--- config.mk ---
export PLATFORM = sky130hd
export DESIGN_NAME = mdb_dma
export DESIGN_NICKNAME = d
export VERILOG_FILES = /design/src/rtl/mdb_pkg.sv /design/src/rtl/mdb_dma.sv
export SDC_FILE = /design/constraint.sdc
export NUM_CORES = 2
export LEC_CHECK = 0
export ABC_CLOCK_PERIOD_IN_PS = 12700
export BUFFER_PORTS_ARGS = -buffer_cell sky130_fd_sc_hd__buf_2
export CAP_MARGIN = 20
export CORE_ASPECT_RATIO = 1.4
export CORE_UTILIZATION = 43
export DETAILED_ROUTE_END_ITERATION = 16
export GPL_TIMING_DRIVEN = 0
export HOLD_SLACK_MARGIN = 0.08
export PLACE_DENSITY = 0.55
export REMOVE_ABC_BUFFERS = 1
export SLEW_MARGIN = 15
export SYNTH_ARGS = -nofsm -noshare
export SYNTH_HDL_FRONTEND = slang
export SYNTH_SLANG_ARGS = --single-unit
--- constraint.sdc ---
create_clock -name mclk -period 12.7 [get_ports mclk]
set_input_delay 0 -clock mclk [delete_from_list [all_inputs] [get_ports mclk]]
set_output_delay 0 -clock mclk [all_outputs]
set_load 0.01 [all_outputs]
--- src/rtl/mdb_pkg.sv ---
// Constants for the multichannel dma engine with bus arbitration
package mdb_pkg;
    localparam int NCH = 6;
    localparam int AW  = 8;
    localparam int DW  = 32;
    localparam int CW  = 16;
    // Register offsets, per channel block of 16 words
    localparam logic [7:0] CH_STRIDE  = 8'h10;
    localparam logic [3:0] R_SRC      = 4'h0;
    localparam logic [3:0] R_DST      = 4'h1;
    localparam logic [3:0] R_UNITS    = 4'h2;
    localparam logic [3:0] R_REQCNT   = 4'h3;
    localparam logic [3:0] R_MODE     = 4'h4;
    localparam logic [3:0] R_TRIGSEL  = 4'h5;
    localparam logic [7:0] R_ENABLE   = 8'h80;
    localparam logic [7:0] R_SOFT     = 8'h81;
    localparam logic [7:0] R_OCCUPY   = 8'h82;
    localparam logic [7:0] R_STATUS   = 8'h83;
    // Occupancy limit fields
    localparam int OCC_EN_BIT = 7;
    localparam int OCC_W      = 7;
    // Mode field: [1:0] size code, [4:2] address mode
    localparam logic [7:0] MODE_SRCINC_FIX_4B = 8'h0A;
    localparam logic [1:0] SZ_1 = 2'h0;
    localparam logic [1:0] SZ_2 = 2'h1;
    localparam logic [1:0] SZ_4 = 2'h2;
    localparam logic [2:0] AM_DST_INC = 3'h0;
    localparam logic [2:0] AM_DST_DEC = 3'h1;
    localparam logic [2:0] AM_SRC_INC = 3'h2;
    localparam logic [2:0] AM_SRC_DEC = 3'h3;
    localparam int NTRIG = 32;
    localparam logic [4:0] TRIGSEL_RST = 5'h00;
    // Timing in states (one state = one mclk)
    localparam int REREQ_STATES = 16;
    localparam int IRAM_FIRST   = 2;
    localparam int SDR_FIRST    = 6;
    localparam int SDR_CLOSE    = 4;
    localparam int SRAM_STATES  = 2;
    // Memory region codes from the memory controller
    localparam logic [1:0] MR_IRAM  = 2'h0;
    localparam logic [1:0] MR_IO    = 2'h1;
    localparam logic [1:0] MR_SDRAM = 2'h2;
    localparam logic [1:0] MR_SRAM  = 2'h3;
    localparam int WAIT_W = 4;
endpackage

--- src/rtl/mdb_dma.sv ---
// Dma engine, bus arbiter and bus timing for the non-cpu masters
`timescale 1ns/1ns
// What this block does
// - Grant display, refresh and dma bus requests first come first served.
// - Hold other masters' requests pending until the owner releases the bus.
// - Stall cpu outside idle halt, and hold non-maskable interrupts, while any master owns bus.
// - Use logical addresses with controller width, waits and bank mapping.
// - Request bus from cpu; move data only after acknowledge.
// - Operate during idle halt state without stalling instruction execution.
// - Writing one to a soft start bit starts that channel.
// - Soft start bit clears when occupancy limit releases the bus.
// - Internal ram accesses are 2-1-1-1 states.
// - Sdram with internal side bursts same page, writes 6-1-1-1 and reads 6-6-1-1, plus four closing states.
// - Sdram with external other side uses single-word accesses.
// - Zero-wait sram: two states per two bytes at 16 bit, per byte at 8.
// - Mode 0AH gives incrementing source, fixed destination, 4-byte units.
// - Unit count per trigger, request counter counts triggers.
// - Exhausted request counter raises channel done interrupt.
// - Enable bit n enables channel n.
// - Release at occupancy limit; re-request after 16 states.
// - Count 0001H is one, 0000H is 65536; unit count reloads, request counter shows.
module mdb_dma (
    input  wire logic                      mclk,
    input  wire logic                      rst,
    input  wire logic [mdb_pkg::AW-1:0]    regAddr,
    input  wire logic [mdb_pkg::DW-1:0]    regWdata,
    input  wire logic                      regWr,
    input  wire logic                      regRd,
    output logic      [mdb_pkg::DW-1:0]    regRdata,
    input  wire logic [mdb_pkg::NTRIG-1:0] periphIrq,
    input  wire logic                      displayBusReq,
    output logic                           displayBusGnt,
    input  wire logic                      refreshBusReq,
    output logic                           refreshBusGnt,
    output logic                           cpuBusReq,
    input  wire logic                      cpuBusAck,
    input  wire logic                      idleHaltState,
    output logic                           cpuStall,
    output logic                           nmiHold,
    output logic                           busCycle,
    output logic                           busWrite,
    output logic      [23:0]               busAddr,
    output logic      [1:0]                busSize,
    input  wire logic [31:0]               busRdata,
    output logic      [31:0]               busWdata,
    output logic                           busLast,
    input  wire logic [1:0]                srcRegion,
    input  wire logic [1:0]                dstRegion,
    input  wire logic                      sramWide,
    input  wire logic [mdb_pkg::WAIT_W-1:0] waitCount,
    input  wire logic                      samePage,
    output logic      [mdb_pkg::NCH-1:0]   channelDoneIrq
);
    localparam int N = mdb_pkg::NCH;
    typedef enum logic [2:0] {
        ST_IDLE = 3'b000, ST_REQ = 3'b001, ST_RD = 3'b010, ST_WR = 3'b011,
        ST_CLOSE = 3'b100, ST_BACKOFF = 3'b101
    } mdb_state_e;
    typedef enum logic [1:0] {
        M_NONE = 2'b00, M_DMA = 2'b01, M_DISP = 2'b10, M_REF = 2'b11
    } mdb_master_e;

    function automatic logic [2:0] unitBytes(input logic [1:0] sz);
        unitBytes = (sz == mdb_pkg::SZ_4) ? 3'h4 : (sz == mdb_pkg::SZ_2) ? 3'h2 : 3'h1;
    endfunction
    function automatic logic [4:0] accessStates(input logic [1:0] reg_, input logic first,
                                                input logic [1:0] sz, input logic wide,
                                                input logic burst, input logic [3:0] wt);
        logic [4:0] bytes;
        bytes = {2'b00, unitBytes(sz)};
        case (reg_)
            mdb_pkg::MR_IRAM:  accessStates = first ? 5'(mdb_pkg::IRAM_FIRST) : 5'h01;
            mdb_pkg::MR_IO:    accessStates = 5'(mdb_pkg::SRAM_STATES);
            mdb_pkg::MR_SDRAM: accessStates = (burst && !first) ? 5'h01 :
                                              5'(mdb_pkg::SDR_FIRST);
            default:           accessStates = wide ? 5'(((bytes + 5'h1) >> 1) * (5'h2 + 5'(wt)))
                                                   : 5'(bytes * (5'h2 + 5'(wt)));
        endcase
    endfunction

    logic [23:0]        srcQ [N];
    logic [23:0]        dstQ [N];
    logic [15:0]        unitsQ [N];
    logic [15:0]        reqCntQ [N];
    logic [7:0]         modeQ [N];
    logic [4:0]         trigSelQ [N];
    logic [N-1:0]       enableQ, softQ, pendQ, doneQ;
    logic [7:0]         occQ;
    mdb_state_e         stQ;
    mdb_master_e        ownerQ;
    logic [1:0]         fifoQ [3];
    logic [1:0]         fifoCntQ;
    logic [2:0]         chQ;
    logic [16:0]        unitLeftQ;
    logic [4:0]         waitQ;
    logic               firstQ;
    logic [7:0]         occCntQ;
    logic [31:0]        dataQ;
    localparam int DW_RD = mdb_pkg::DW;
    logic [DW_RD-1:0]   rdQ;

    // Register decode
    wire         inChan   = regAddr < 8'(N * 16);
    wire [2:0]   selCh    = regAddr[6:4];
    wire [3:0]   selReg   = regAddr[3:0];
    wire         wrEnable = regWr && regAddr == mdb_pkg::R_ENABLE;
    wire         wrSoft   = regWr && regAddr == mdb_pkg::R_SOFT;

    // Channel triggers gated by enable
    logic [N-1:0] hwTrig;
    genvar g;
    generate
        for (g = 0; g < N; g++) begin : gTrig
            assign hwTrig[g] = enableQ[g] && periphIrq[trigSelQ[g]];
        end
    endgenerate
    wire [N-1:0] wantCh = (pendQ | softQ) & enableQ;
    logic [2:0] pickCh;
    always_comb begin
        pickCh = 3'h0;
        for (int i = N - 1; i >= 0; i--)
            if (wantCh[i]) pickCh = 3'(i);
    end

    // Arrival-order arbitration among masters
    wire dmaWantsBus = (stQ == mdb_state_e'(ST_REQ));
    wire [2:0] reqVec = {refreshBusReq, displayBusReq, dmaWantsBus};
    logic [2:0] reqSeenQ;
    wire  [2:0] newReq = reqVec & ~reqSeenQ;
    wire  busFree  = ownerQ == M_NONE;
    wire  headIs   = fifoCntQ != 2'h0;
    wire [1:0] head = fifoQ[0];
    wire  dmaHold  = stQ == ST_RD || stQ == ST_WR || stQ == ST_CLOSE || stQ == ST_REQ;
    wire  ownerDrop = (ownerQ == M_DMA  && !dmaHold) ||
                      (ownerQ == M_DISP && !displayBusReq) ||
                      (ownerQ == M_REF  && !refreshBusReq);
    wire  grantNow = busFree && headIs && cpuBusAck;

    always_ff @(posedge mclk) begin
        if (rst) begin
            ownerQ   <= M_NONE;
            fifoCntQ <= 2'h0;
            reqSeenQ <= 3'h0;
            for (int i = 0; i < 3; i++) fifoQ[i] <= 2'h0;
        end else begin
            logic [1:0] cnt;
            cnt = fifoCntQ;
            reqSeenQ <= reqVec;
            if (ownerDrop) ownerQ <= M_NONE;
            if (grantNow) begin
                ownerQ <= mdb_master_e'(head);
                fifoQ[0] <= fifoQ[1];
                fifoQ[1] <= fifoQ[2];
                cnt = cnt - 2'h1;
            end
            for (int m = 0; m < 3; m++) begin
                if (newReq[m] && cnt < 2'h3) begin
                    fifoQ[cnt - (grantNow ? 2'h0 : 2'h0)] <= 2'(m + 1);
                    cnt = cnt + 2'h1;
                end
            end
            fifoCntQ <= cnt;
        end
    end

    assign displayBusGnt = ownerQ == M_DISP;
    assign refreshBusGnt = ownerQ == M_REF;
    wire   dmaGnt        = ownerQ == M_DMA && cpuBusAck;
    assign cpuBusReq     = |reqVec || !busFree;
    assign cpuStall      = !busFree && !idleHaltState;
    assign nmiHold       = !busFree;

    // Transfer sequencing
    wire [1:0] sz      = modeQ[chQ][1:0];
    wire [2:0] am      = modeQ[chQ][4:2];
    wire       intSide = srcRegion <= mdb_pkg::MR_IO || dstRegion <= mdb_pkg::MR_IO;
    wire       burstOk = intSide && samePage && !firstQ;
    wire       occEn   = occQ[mdb_pkg::OCC_EN_BIT];
    wire       occHit  = occEn && occCntQ >= {1'b0, occQ[mdb_pkg::OCC_W-1:0]};
    wire [23:0] step   = {21'h0, unitBytes(sz)};
    wire       lastUnit = unitLeftQ == 17'h1;
    wire       lastReq  = reqCntQ[chQ] == 16'h1;

    always_ff @(posedge mclk) begin
        if (rst) begin
            stQ <= ST_IDLE; chQ <= 3'h0; unitLeftQ <= 17'h0; waitQ <= 5'h0;
            firstQ <= 1'b1; occCntQ <= 8'h0; dataQ <= 32'h0;
            enableQ <= '0; softQ <= '0; pendQ <= '0; doneQ <= '0; occQ <= 8'h0;
            for (int i = 0; i < N; i++) begin
                srcQ[i] <= 24'h0; dstQ[i] <= 24'h0; unitsQ[i] <= 16'h0;
                reqCntQ[i] <= 16'h0; modeQ[i] <= 8'h0;
                trigSelQ[i] <= mdb_pkg::TRIGSEL_RST;
            end
        end else begin
            pendQ  <= (pendQ | hwTrig) & enableQ;
            doneQ  <= '0;
            if (regWr && inChan) begin
                case (selReg)
                    mdb_pkg::R_SRC:     srcQ[selCh]     <= regWdata[23:0];
                    mdb_pkg::R_DST:     dstQ[selCh]     <= regWdata[23:0];
                    mdb_pkg::R_UNITS:   unitsQ[selCh]   <= regWdata[15:0];
                    mdb_pkg::R_REQCNT:  reqCntQ[selCh]  <= regWdata[15:0];
                    mdb_pkg::R_MODE:    modeQ[selCh]    <= regWdata[7:0];
                    mdb_pkg::R_TRIGSEL: trigSelQ[selCh] <= regWdata[4:0];
                    default: ;
                endcase
            end
            if (wrEnable) enableQ <= regWdata[N-1:0];
            if (regWr && regAddr == mdb_pkg::R_OCCUPY) occQ <= regWdata[7:0];
            if (wrSoft) softQ <= softQ | regWdata[N-1:0];
            if (dmaGnt) occCntQ <= occCntQ + 8'h1;
            case (stQ)
                ST_IDLE: begin
                    occCntQ <= 8'h0;
                    if (|wantCh) begin
                        chQ <= pickCh;
                        stQ <= ST_REQ;
                        firstQ <= 1'b1;
                        unitLeftQ <= (unitsQ[pickCh] == 16'h0) ? 17'h10000
                                                               : {1'b0, unitsQ[pickCh]};
                    end
                end
                ST_REQ: if (dmaGnt) begin
                    stQ <= ST_RD;
                    waitQ <= accessStates(srcRegion, 1'b1, sz, sramWide, 1'b0, waitCount);
                end
                ST_RD: if (waitQ <= 5'h1) begin
                    dataQ <= busRdata;
                    stQ <= ST_WR;
                    waitQ <= accessStates(dstRegion, firstQ, sz, sramWide, burstOk, waitCount);
                end else waitQ <= waitQ - 5'h1;
                ST_WR: if (waitQ <= 5'h1) begin
                    firstQ <= 1'b0;
                    if (am == mdb_pkg::AM_SRC_INC || am == mdb_pkg::AM_DST_INC)
                        srcQ[chQ] <= srcQ[chQ] + step;
                    if (am == mdb_pkg::AM_SRC_DEC) srcQ[chQ] <= srcQ[chQ] - step;
                    if (am == mdb_pkg::AM_DST_INC) dstQ[chQ] <= dstQ[chQ] + step;
                    if (am == mdb_pkg::AM_DST_DEC) dstQ[chQ] <= dstQ[chQ] - step;
                    unitLeftQ <= unitLeftQ - 17'h1;
                    if (lastUnit) begin
                        reqCntQ[chQ] <= reqCntQ[chQ] - 16'h1;
                        // Clear only the start served; a trigger in this cycle wins
                        if (softQ[chQ]) softQ[chQ] <= 1'b0;
                        else            pendQ[chQ] <= hwTrig[chQ];
                        if (lastReq) doneQ[chQ] <= 1'b1;
                        waitQ <= 5'(mdb_pkg::SDR_CLOSE);
                        stQ <= ST_CLOSE;
                    end else if (occHit) begin
                        softQ <= '0;
                        // One state goes to handing the bus back
                        waitQ <= 5'(mdb_pkg::REREQ_STATES + 1);
                        stQ <= ST_BACKOFF;
                    end else begin
                        stQ <= ST_RD;
                        waitQ <= accessStates(srcRegion, 1'b0, sz, sramWide, burstOk, waitCount);
                    end
                end else waitQ <= waitQ - 5'h1;
                ST_CLOSE: if (waitQ <= 5'h1 || !(srcRegion == mdb_pkg::MR_SDRAM ||
                                                 dstRegion == mdb_pkg::MR_SDRAM) || !intSide)
                    stQ <= ST_IDLE;
                else waitQ <= waitQ - 5'h1;
                ST_BACKOFF: begin
                    occCntQ <= 8'h0;
                    if (waitQ <= 5'h1) begin
                        stQ <= ST_REQ;
                        firstQ <= 1'b1;
                    end else waitQ <= waitQ - 5'h1;
                end
                default: stQ <= ST_IDLE;
            endcase
            if (wrSoft) softQ <= softQ | regWdata[N-1:0];
        end
    end

    assign busCycle = stQ == ST_RD || stQ == ST_WR;
    assign busWrite = stQ == ST_WR;
    assign busAddr  = busWrite ? dstQ[chQ] : srcQ[chQ];
    assign busSize  = sz;
    assign busWdata = dataQ;
    assign busLast  = stQ == ST_WR && waitQ <= 5'h1 && lastUnit;
    assign channelDoneIrq = doneQ;

    // Read back
    wire [31:0] rdChan = selReg == mdb_pkg::R_SRC    ? {8'h0, srcQ[selCh]} :
                         selReg == mdb_pkg::R_DST    ? {8'h0, dstQ[selCh]} :
                         selReg == mdb_pkg::R_UNITS  ? {16'h0, unitsQ[selCh]} :
                         selReg == mdb_pkg::R_REQCNT ? {16'h0, reqCntQ[selCh]} :
                         selReg == mdb_pkg::R_MODE   ? {24'h0, modeQ[selCh]} :
                         selReg == mdb_pkg::R_TRIGSEL ? {27'h0, trigSelQ[selCh]} : 32'h0;
    wire [31:0] rdVal  = inChan ? rdChan :
                         regAddr == mdb_pkg::R_ENABLE ? {26'h0, enableQ} :
                         regAddr == mdb_pkg::R_SOFT   ? {26'h0, softQ} :
                         regAddr == mdb_pkg::R_OCCUPY ? {24'h0, occQ} :
                         regAddr == mdb_pkg::R_STATUS ? {20'h0, ownerQ, 1'b0, stQ, 3'h0, chQ}
                                                      : 32'h0;
    always_ff @(posedge mclk) begin
        if (rst) rdQ <= '0;
        else     rdQ <= regRd ? rdVal : 32'h0;
    end
    assign regRdata = rdQ;
endmodule

* After elaboration in Yosys (flattened, before gate mapping)
Memory sizes are Yosys's and may differ from the RTL's. A register that Yosys moved wholly into a read port is not among the register bits.
Index checks and enable logic that the tools add are counted.
** Cells by class
- Add/subtract/negate cells :: 14
- Multipliers :: 2
- Order comparisons :: 16
- Equality and inequality tests :: 36
- Mux-type cells :: 197
- Bitwise operators :: 18
- Reductions and logical operators :: 80
** Operator list (count)
- two-way mux 24 bit :: 10
- two-way mux 3 bit :: 34
- OR reduction 24 bit :: 4
- two-way mux 1 bit :: 85
- two-way mux 16 bit :: 5
- two-way mux 6 bit :: 12
- two-way mux 17 bit :: 3
- two-way mux 5 bit :: 10
- adder 24 x 3 -> 24 bit :: 2
- two-way mux 12 bit :: 4
- OR reduction 16 bit :: 3
- subtractor 24 x 3 -> 24 bit :: 2
- < comparator 5 x 6 -> 1 bit (second input constant) :: 6
- case mux 17 bit (2 select lines) :: 1
- equality test 8 bit (second input constant) :: 4
- binary-select mux 1 bit (select 5 bit) :: 6
- two-way mux 2 bit :: 15
- case mux 5 bit (3 select lines) :: 2
- logical AND 1 bit :: 27
- case mux 5 bit (5 select lines) :: 1
- AND 6 bit :: 3
- OR 6 bit :: 3
- case mux 3 bit (6 select lines) :: 1
- equality test 17 x 1 -> 1 bit (second input constant) :: 1
- 56 further kinds :: 119
** Storage, ports and cells
- Bits in registers :: 140
- RAM bits :: 564
- Logic and storage cells :: 386
- Memories kept :: 7
** Memories
- dstQ :: depth 6, width 24, rd ports 2, clocked after Yosys merged registers in 1, wr ports 6, line mdb_dma.sv:82 : logic [23:0] dstQ [N];
- srcQ :: depth 6, width 24, rd ports 2, clocked after Yosys merged registers in 1, wr ports 6, line mdb_dma.sv:81 : logic [23:0] srcQ [N];
- reqCntQ :: depth 6, width 16, rd ports 2, clocked after Yosys merged registers in 1, wr ports 6, line mdb_dma.sv:84 : logic [15:0] reqCntQ [N];
- unitsQ :: depth 6, width 16, rd ports 2, clocked after Yosys merged registers in 0, wr ports 6, line mdb_dma.sv:83 : logic [15:0] unitsQ [N];
- modeQ :: depth 6, width 8, rd ports 2, clocked after Yosys merged registers in 1, wr ports 6, line mdb_dma.sv:85 : logic [7:0] modeQ [N];
- trigSelQ :: depth 6, width 5, rd ports 7, clocked after Yosys merged registers in 0, wr ports 6, line mdb_dma.sv:86 : logic [4:0] trigSelQ [N];
- 1 more memories

* Logic depth before layout (Yosys ltp)
- Word-level depth :: 18
- Depth in mapped cells :: 26
- Depth with buffers taken out :: 19

* Worst setup path after synthesis
Ideal clock, no wire load.
- Path type :: register to register
- Start :: reg (tool-made name)
- End :: mem dstQ[0][19] (data pin)
- Setup time :: 272 ps
- Arrival time :: 5468 ps
- Setup slack :: 6960 ps
- Stages on the path, launching flop included :: 24
- Period minus slack after synthesis :: 5740 ps
- Path through :: dfxtp_1 > buf_6 > buf_6 > buf_6 > buf_4 > buf_4 > buf_2 > mux4_2 > mux2i_1 > ha_1 > inv_1 > ha_1 > nand2b_1 > ha_1 > o21a_1 > o21a_1 > o21ai_0 > a21oi_1 > a2111oi_1 > nor2_1 > a21o_1 > a21oi_1 > xor2_1 > o21ai_0
** RTL lines (line)
- end: declaration :: mdb_dma.sv:82

==> qor.csv <==
stage,metric,value,unit
status,outcome,completed,
floorplan,DIE HEIGHT,417,um
pwr,Psw,1.81,mW
sta,# setup viols final,0,
pwr,sequential share of power,0.477,
placed_design,Post-DP HPWL,128,mm
sta,Least-Margin Pin Slew,1.29,ns
grt,Congestion Overflow GR,0,
cts,Worst-Skew Late Latency,0.72,ns
route,drt drc,0,
critical_path,CP endpoint kind,flip-flop,
route,DR vias,41145,
sta,worst hold slack,0.188,ns
pwr,Leak,21.5,nW
floorplan,Die Wd,298,um
critical_path,Reg-to-Reg Start,stQ[0],
grt,largest net degree at the start of global routing,87,
floorplan,die area,124000,um2
floorplan,Cell Rows,151,
cts,clk sinks,885,
cells_and_area,layout cell share with drive strength beyond 1,0.215,
grt,GRT Overall Usage,0.303,
sta,final hold violations,0,
synthesis,mean post-synth cell area,11.5,um2
sta,setup TNS,0,ns
synthesis,Post-Syn Area,52800,um2
critical_path,crit path launch type,flip-flop,
cts,clock root cell,clkbuf_16,
run,max-cap viol count,0,
synthesis,Synth Flop Type,edfxtp_1,
placed_design,Final Wtd Congestion,0.894,
grt,Most Crowded Layer GR,met2,
critical_path,Crit Path Class,flip-flop to flip-flop,
sta,Tmin final,7.56,ns
cells_and_area,"commonest cells after routing, fill and taps aside","744 x edfxtp_1, 501 x o21ai_0, 396 x nand2_1",
cells_and_area,final-layout fill cell count,10704,
critical_path,CP arrival,7.99,ns
synthesis,Seq cells post-synth,885,
synthesis,synth warn,0,
critical_path,Max stage delay on crit path,0.98,ns
critical_path,slowest CP cell,o21ai_0,
floorplan,initial core utilization,0.435,
critical_path,"most used cell, CP",o21ai_0,
critical_path,Worst Setup SP,stQ[0],
pwr,sw frac,0.260,
cells_and_area,"commonest non-fill, non-tap cell in the layout",edfxtp_1,
sta,max-slew violations,0,
cts,CTS max path bufs,3,
cts,setup bufs post-CTS,0,
cells_and_area,FF/Latch Area,25200,um2
floorplan,core area,121000,um2
route,Detailed Route WL,190,mm
cts,CTS H-tree lvls,3,
critical_path,CP Data Required Time,13.12,ns
cts,CTS buffer count,95,
synthesis,post-synthesis sequential area ratio,0.477,
grt,first-pass GRT wire length,276,mm
grt,vias in the first global route,41454,
sta,clock skew,0.0420,ns
pwr,P per Cell Area,114,nW/um2
critical_path,"critical path, cell by cell",nand3_2 -> nor2_1 -> nand3_1 -> or3_1 -> o21ai_0 -> ha_1 -> nor2b_1 -> o21a_1 -> o21ai_1 -> a21oi_1 -> a2111oi_1 -> o31ai_1 -> o21ai_0 -> nand2b_1 -> xnor2_1 -> o21ai_0,
grt,met3 GRT Util,0.0430,
pwr,internal power,5.14,mW
pwr,Gate power share,0.122,
worst_hold_path,hold path start,samePage,
synthesis,Mapped Cells,4592,
synthesis,asr flop ratio synth,0,
grt,antenna violations before repair,2,
pwr,Clock Power Share,0.401,
critical_path,crit-path leading delay family,compound AO/OA/AOI/OAI gates,
sta,unrepaired setup endpoints after global routing,false,
pwr,maximum vdd drop,0.107,mV
sta,Tcrit/Tclk final,0.596,
cts,CTS tree,built,
critical_path,worst-path fanout max,18,
cells_and_area,nets@finish,5018,
floorplan,I/O pins,226,
cells_and_area,Layout area overhead,15.6,%
synthesis,Synth cell types,93,
synthesis,number of flops mapped to enable cells by yosys,744,
cells_and_area,multi-input combinational cell area,26100,um2
grt,GR Util met2,0.514,
route,vias per cell,6.34,
route,DR pass1 iterations,6,
route,Final ANT Viol Nets,0,
route,DR WL/cell,29.2,um
sta,Peak Freq,132,MHz
worst_hold_path,Hold Crit Class,input port to flip-flop,
route,initial DRC count,4026,
cts,clock edge transition at the registers on the reported setup and hold paths,0.06,ns
sta,relative slew slack,0.138,
grt,met1 Usage GRT,0.363,
placed_design,port buffer count,209,
critical_path,worst path buffer plus inverter count,0,
[flip-flops by register name (all words and copies together), names as in the netlist, 2 cells and up, named ones only]
| register | cells |
|---|---|
| busWdata | 32 |
| chQ | 3 |
| channelDoneIrq | 6 |
| dstQ | 192 |
| enableQ | 6 |
| fifoCntQ | 2 |
| fifoQ | 6 |
| modeQ | 64 |
| occCntQ | 8 |
| occQ | 8 |
| ownerQ | 2 |
| pendQ | 6 |
| regRdata | 24 |
| reqCntQ | 128 |
| reqSeenQ | 3 |
| softQ | 6 |
| srcQ | 192 |
| stQ | 3 |
| trigSelQ | 40 |
| unitLeftQ | 17 |
| unitsQ | 128 |
| waitQ | 5 |
[power by group through the flow]
stage,combinational [mW],sequential (mW),clock [mW]
after floorplan,0.446,3.35,0
after global placement,0.808,3.37,0
after CTS,0.844,3.31,2.81
after detailed placement,0.815,3.37,0
after global routing,0.904,3.33,2.91
final,0.851,3.31,2.79
[final timing paths]
kind                 endpoint  cells past startpoint  slack, ns
setup / recovery  dstQ[0][21]                     16       5.14
hold / removal       waitQ[2]                      7       0.19
setup reg to reg  dstQ[0][21]                     16       5.14
hold reg to reg       occQ[6]                      2       0.51
[worst register-to-register path, delay by kind of cell, from the launching register on]
| family | cells | cell delay, ns |
|---|---|---|
| xor+xnor | 1 | 0.54 |
| fa+ha+maj | 1 | 0.38 |
| compound gates | 8 | 2.81 |
| simple gates | 6 | 2.79 |
| flops | 1 | 0.76 |
[synthesized netlist by cell type, drive strengths merged (8+ instances only)]
master	n	area share
nor2b	17	0.0020
inv	74	0.0053
a21oi	153	0.015
or3	30	0.0036
and2	51	0.0060
o21a	11	0.0016
nand2	423	0.030
nand2b	25	0.0030
nor2	327	0.024
mux2i	185	0.036
o31ai	22	0.0032
and3	69	0.0082
nand3	323	0.031
a22oi	24	0.0034
a21o	17	0.0024
mux2	96	0.021
o22ai	44	0.0052
fa	8	0.0030
dfxtp	141	0.053
a221oi	12	0.0020
ha	84	0.020
edfxtp	744	0.42
nand4	87	0.011
mux4	372	0.16
a22o	15	0.0025
o21ai	568	0.054
nor3	52	0.0055
xor2	36	0.0064
clkbuf	283	0.020
buf	140	0.014
xnor2	46	0.0085
o22a	10	0.0017
nor4	10	0.0012
[stage by stage]
step / instance area [um2] / total power [mW] / instances / utilization / worst slack (ns)
2_1_floorplan: 51300 / 3.79 / 4234 / - / 2.61
3_3_place_gp: 54300 / 4.18 / 6049 / 0.448 / -5.56
3_5_place_dp: 56600 / 4.19 / 6170 / 0.466 / 5.42
4_1_cts: 61000 / 6.97 / 6485 / 0.503 / 5.40
5_1_grt: 61000 / 7.14 / 6489 / 0.503 / 4.79
6_report: 61000 / 6.95 / 6490 / 0.503 / 5.14
[kinds of logic (layout without fill, tap and decap cells)]
group	count (synthesis)	after routing	synth area share
and+or+nand+nor	1441	1441	0.129
AOI/OAI and AO/OA	940	940	0.101
muxes	653	653	0.216
buffers and inverters	498	724	0.0392
other	1	67	0.0000710
xor gates and xnor gates	82	82	0.0149
DFF	885	885	0.477
adders and majority gates	92	92	0.0229
[routing by layer]
metal	part of all wire	up-vias	wire length [um]
met4	0.066	0	12500
met2	0.49	2078	93100
li1	-	17951	-
met1	0.36	20614	69200
met5	0	-	0
met3	0.078	502	14800
[area by class of cell]
type / instances / share of cell area
multi-input combinational: 3274 / 0.427
sequential: 885 / 0.413
timing repair buffer: 473 / 0.0733
clock buffer: 138 / 0.0450
tap: 1606 / 0.0329
clock inverter: 38 / 0.00467
inverter: 75 / 0.00463
antenna: 1 / 0.0000410
[what timing repair did]
action / CTS / global route
hold buffers: 139 / 0
hold endpoints to repair: 426 / 0
resized for setup: 0 / 0
No activity file was read; power rests on OpenSTA's default activity.
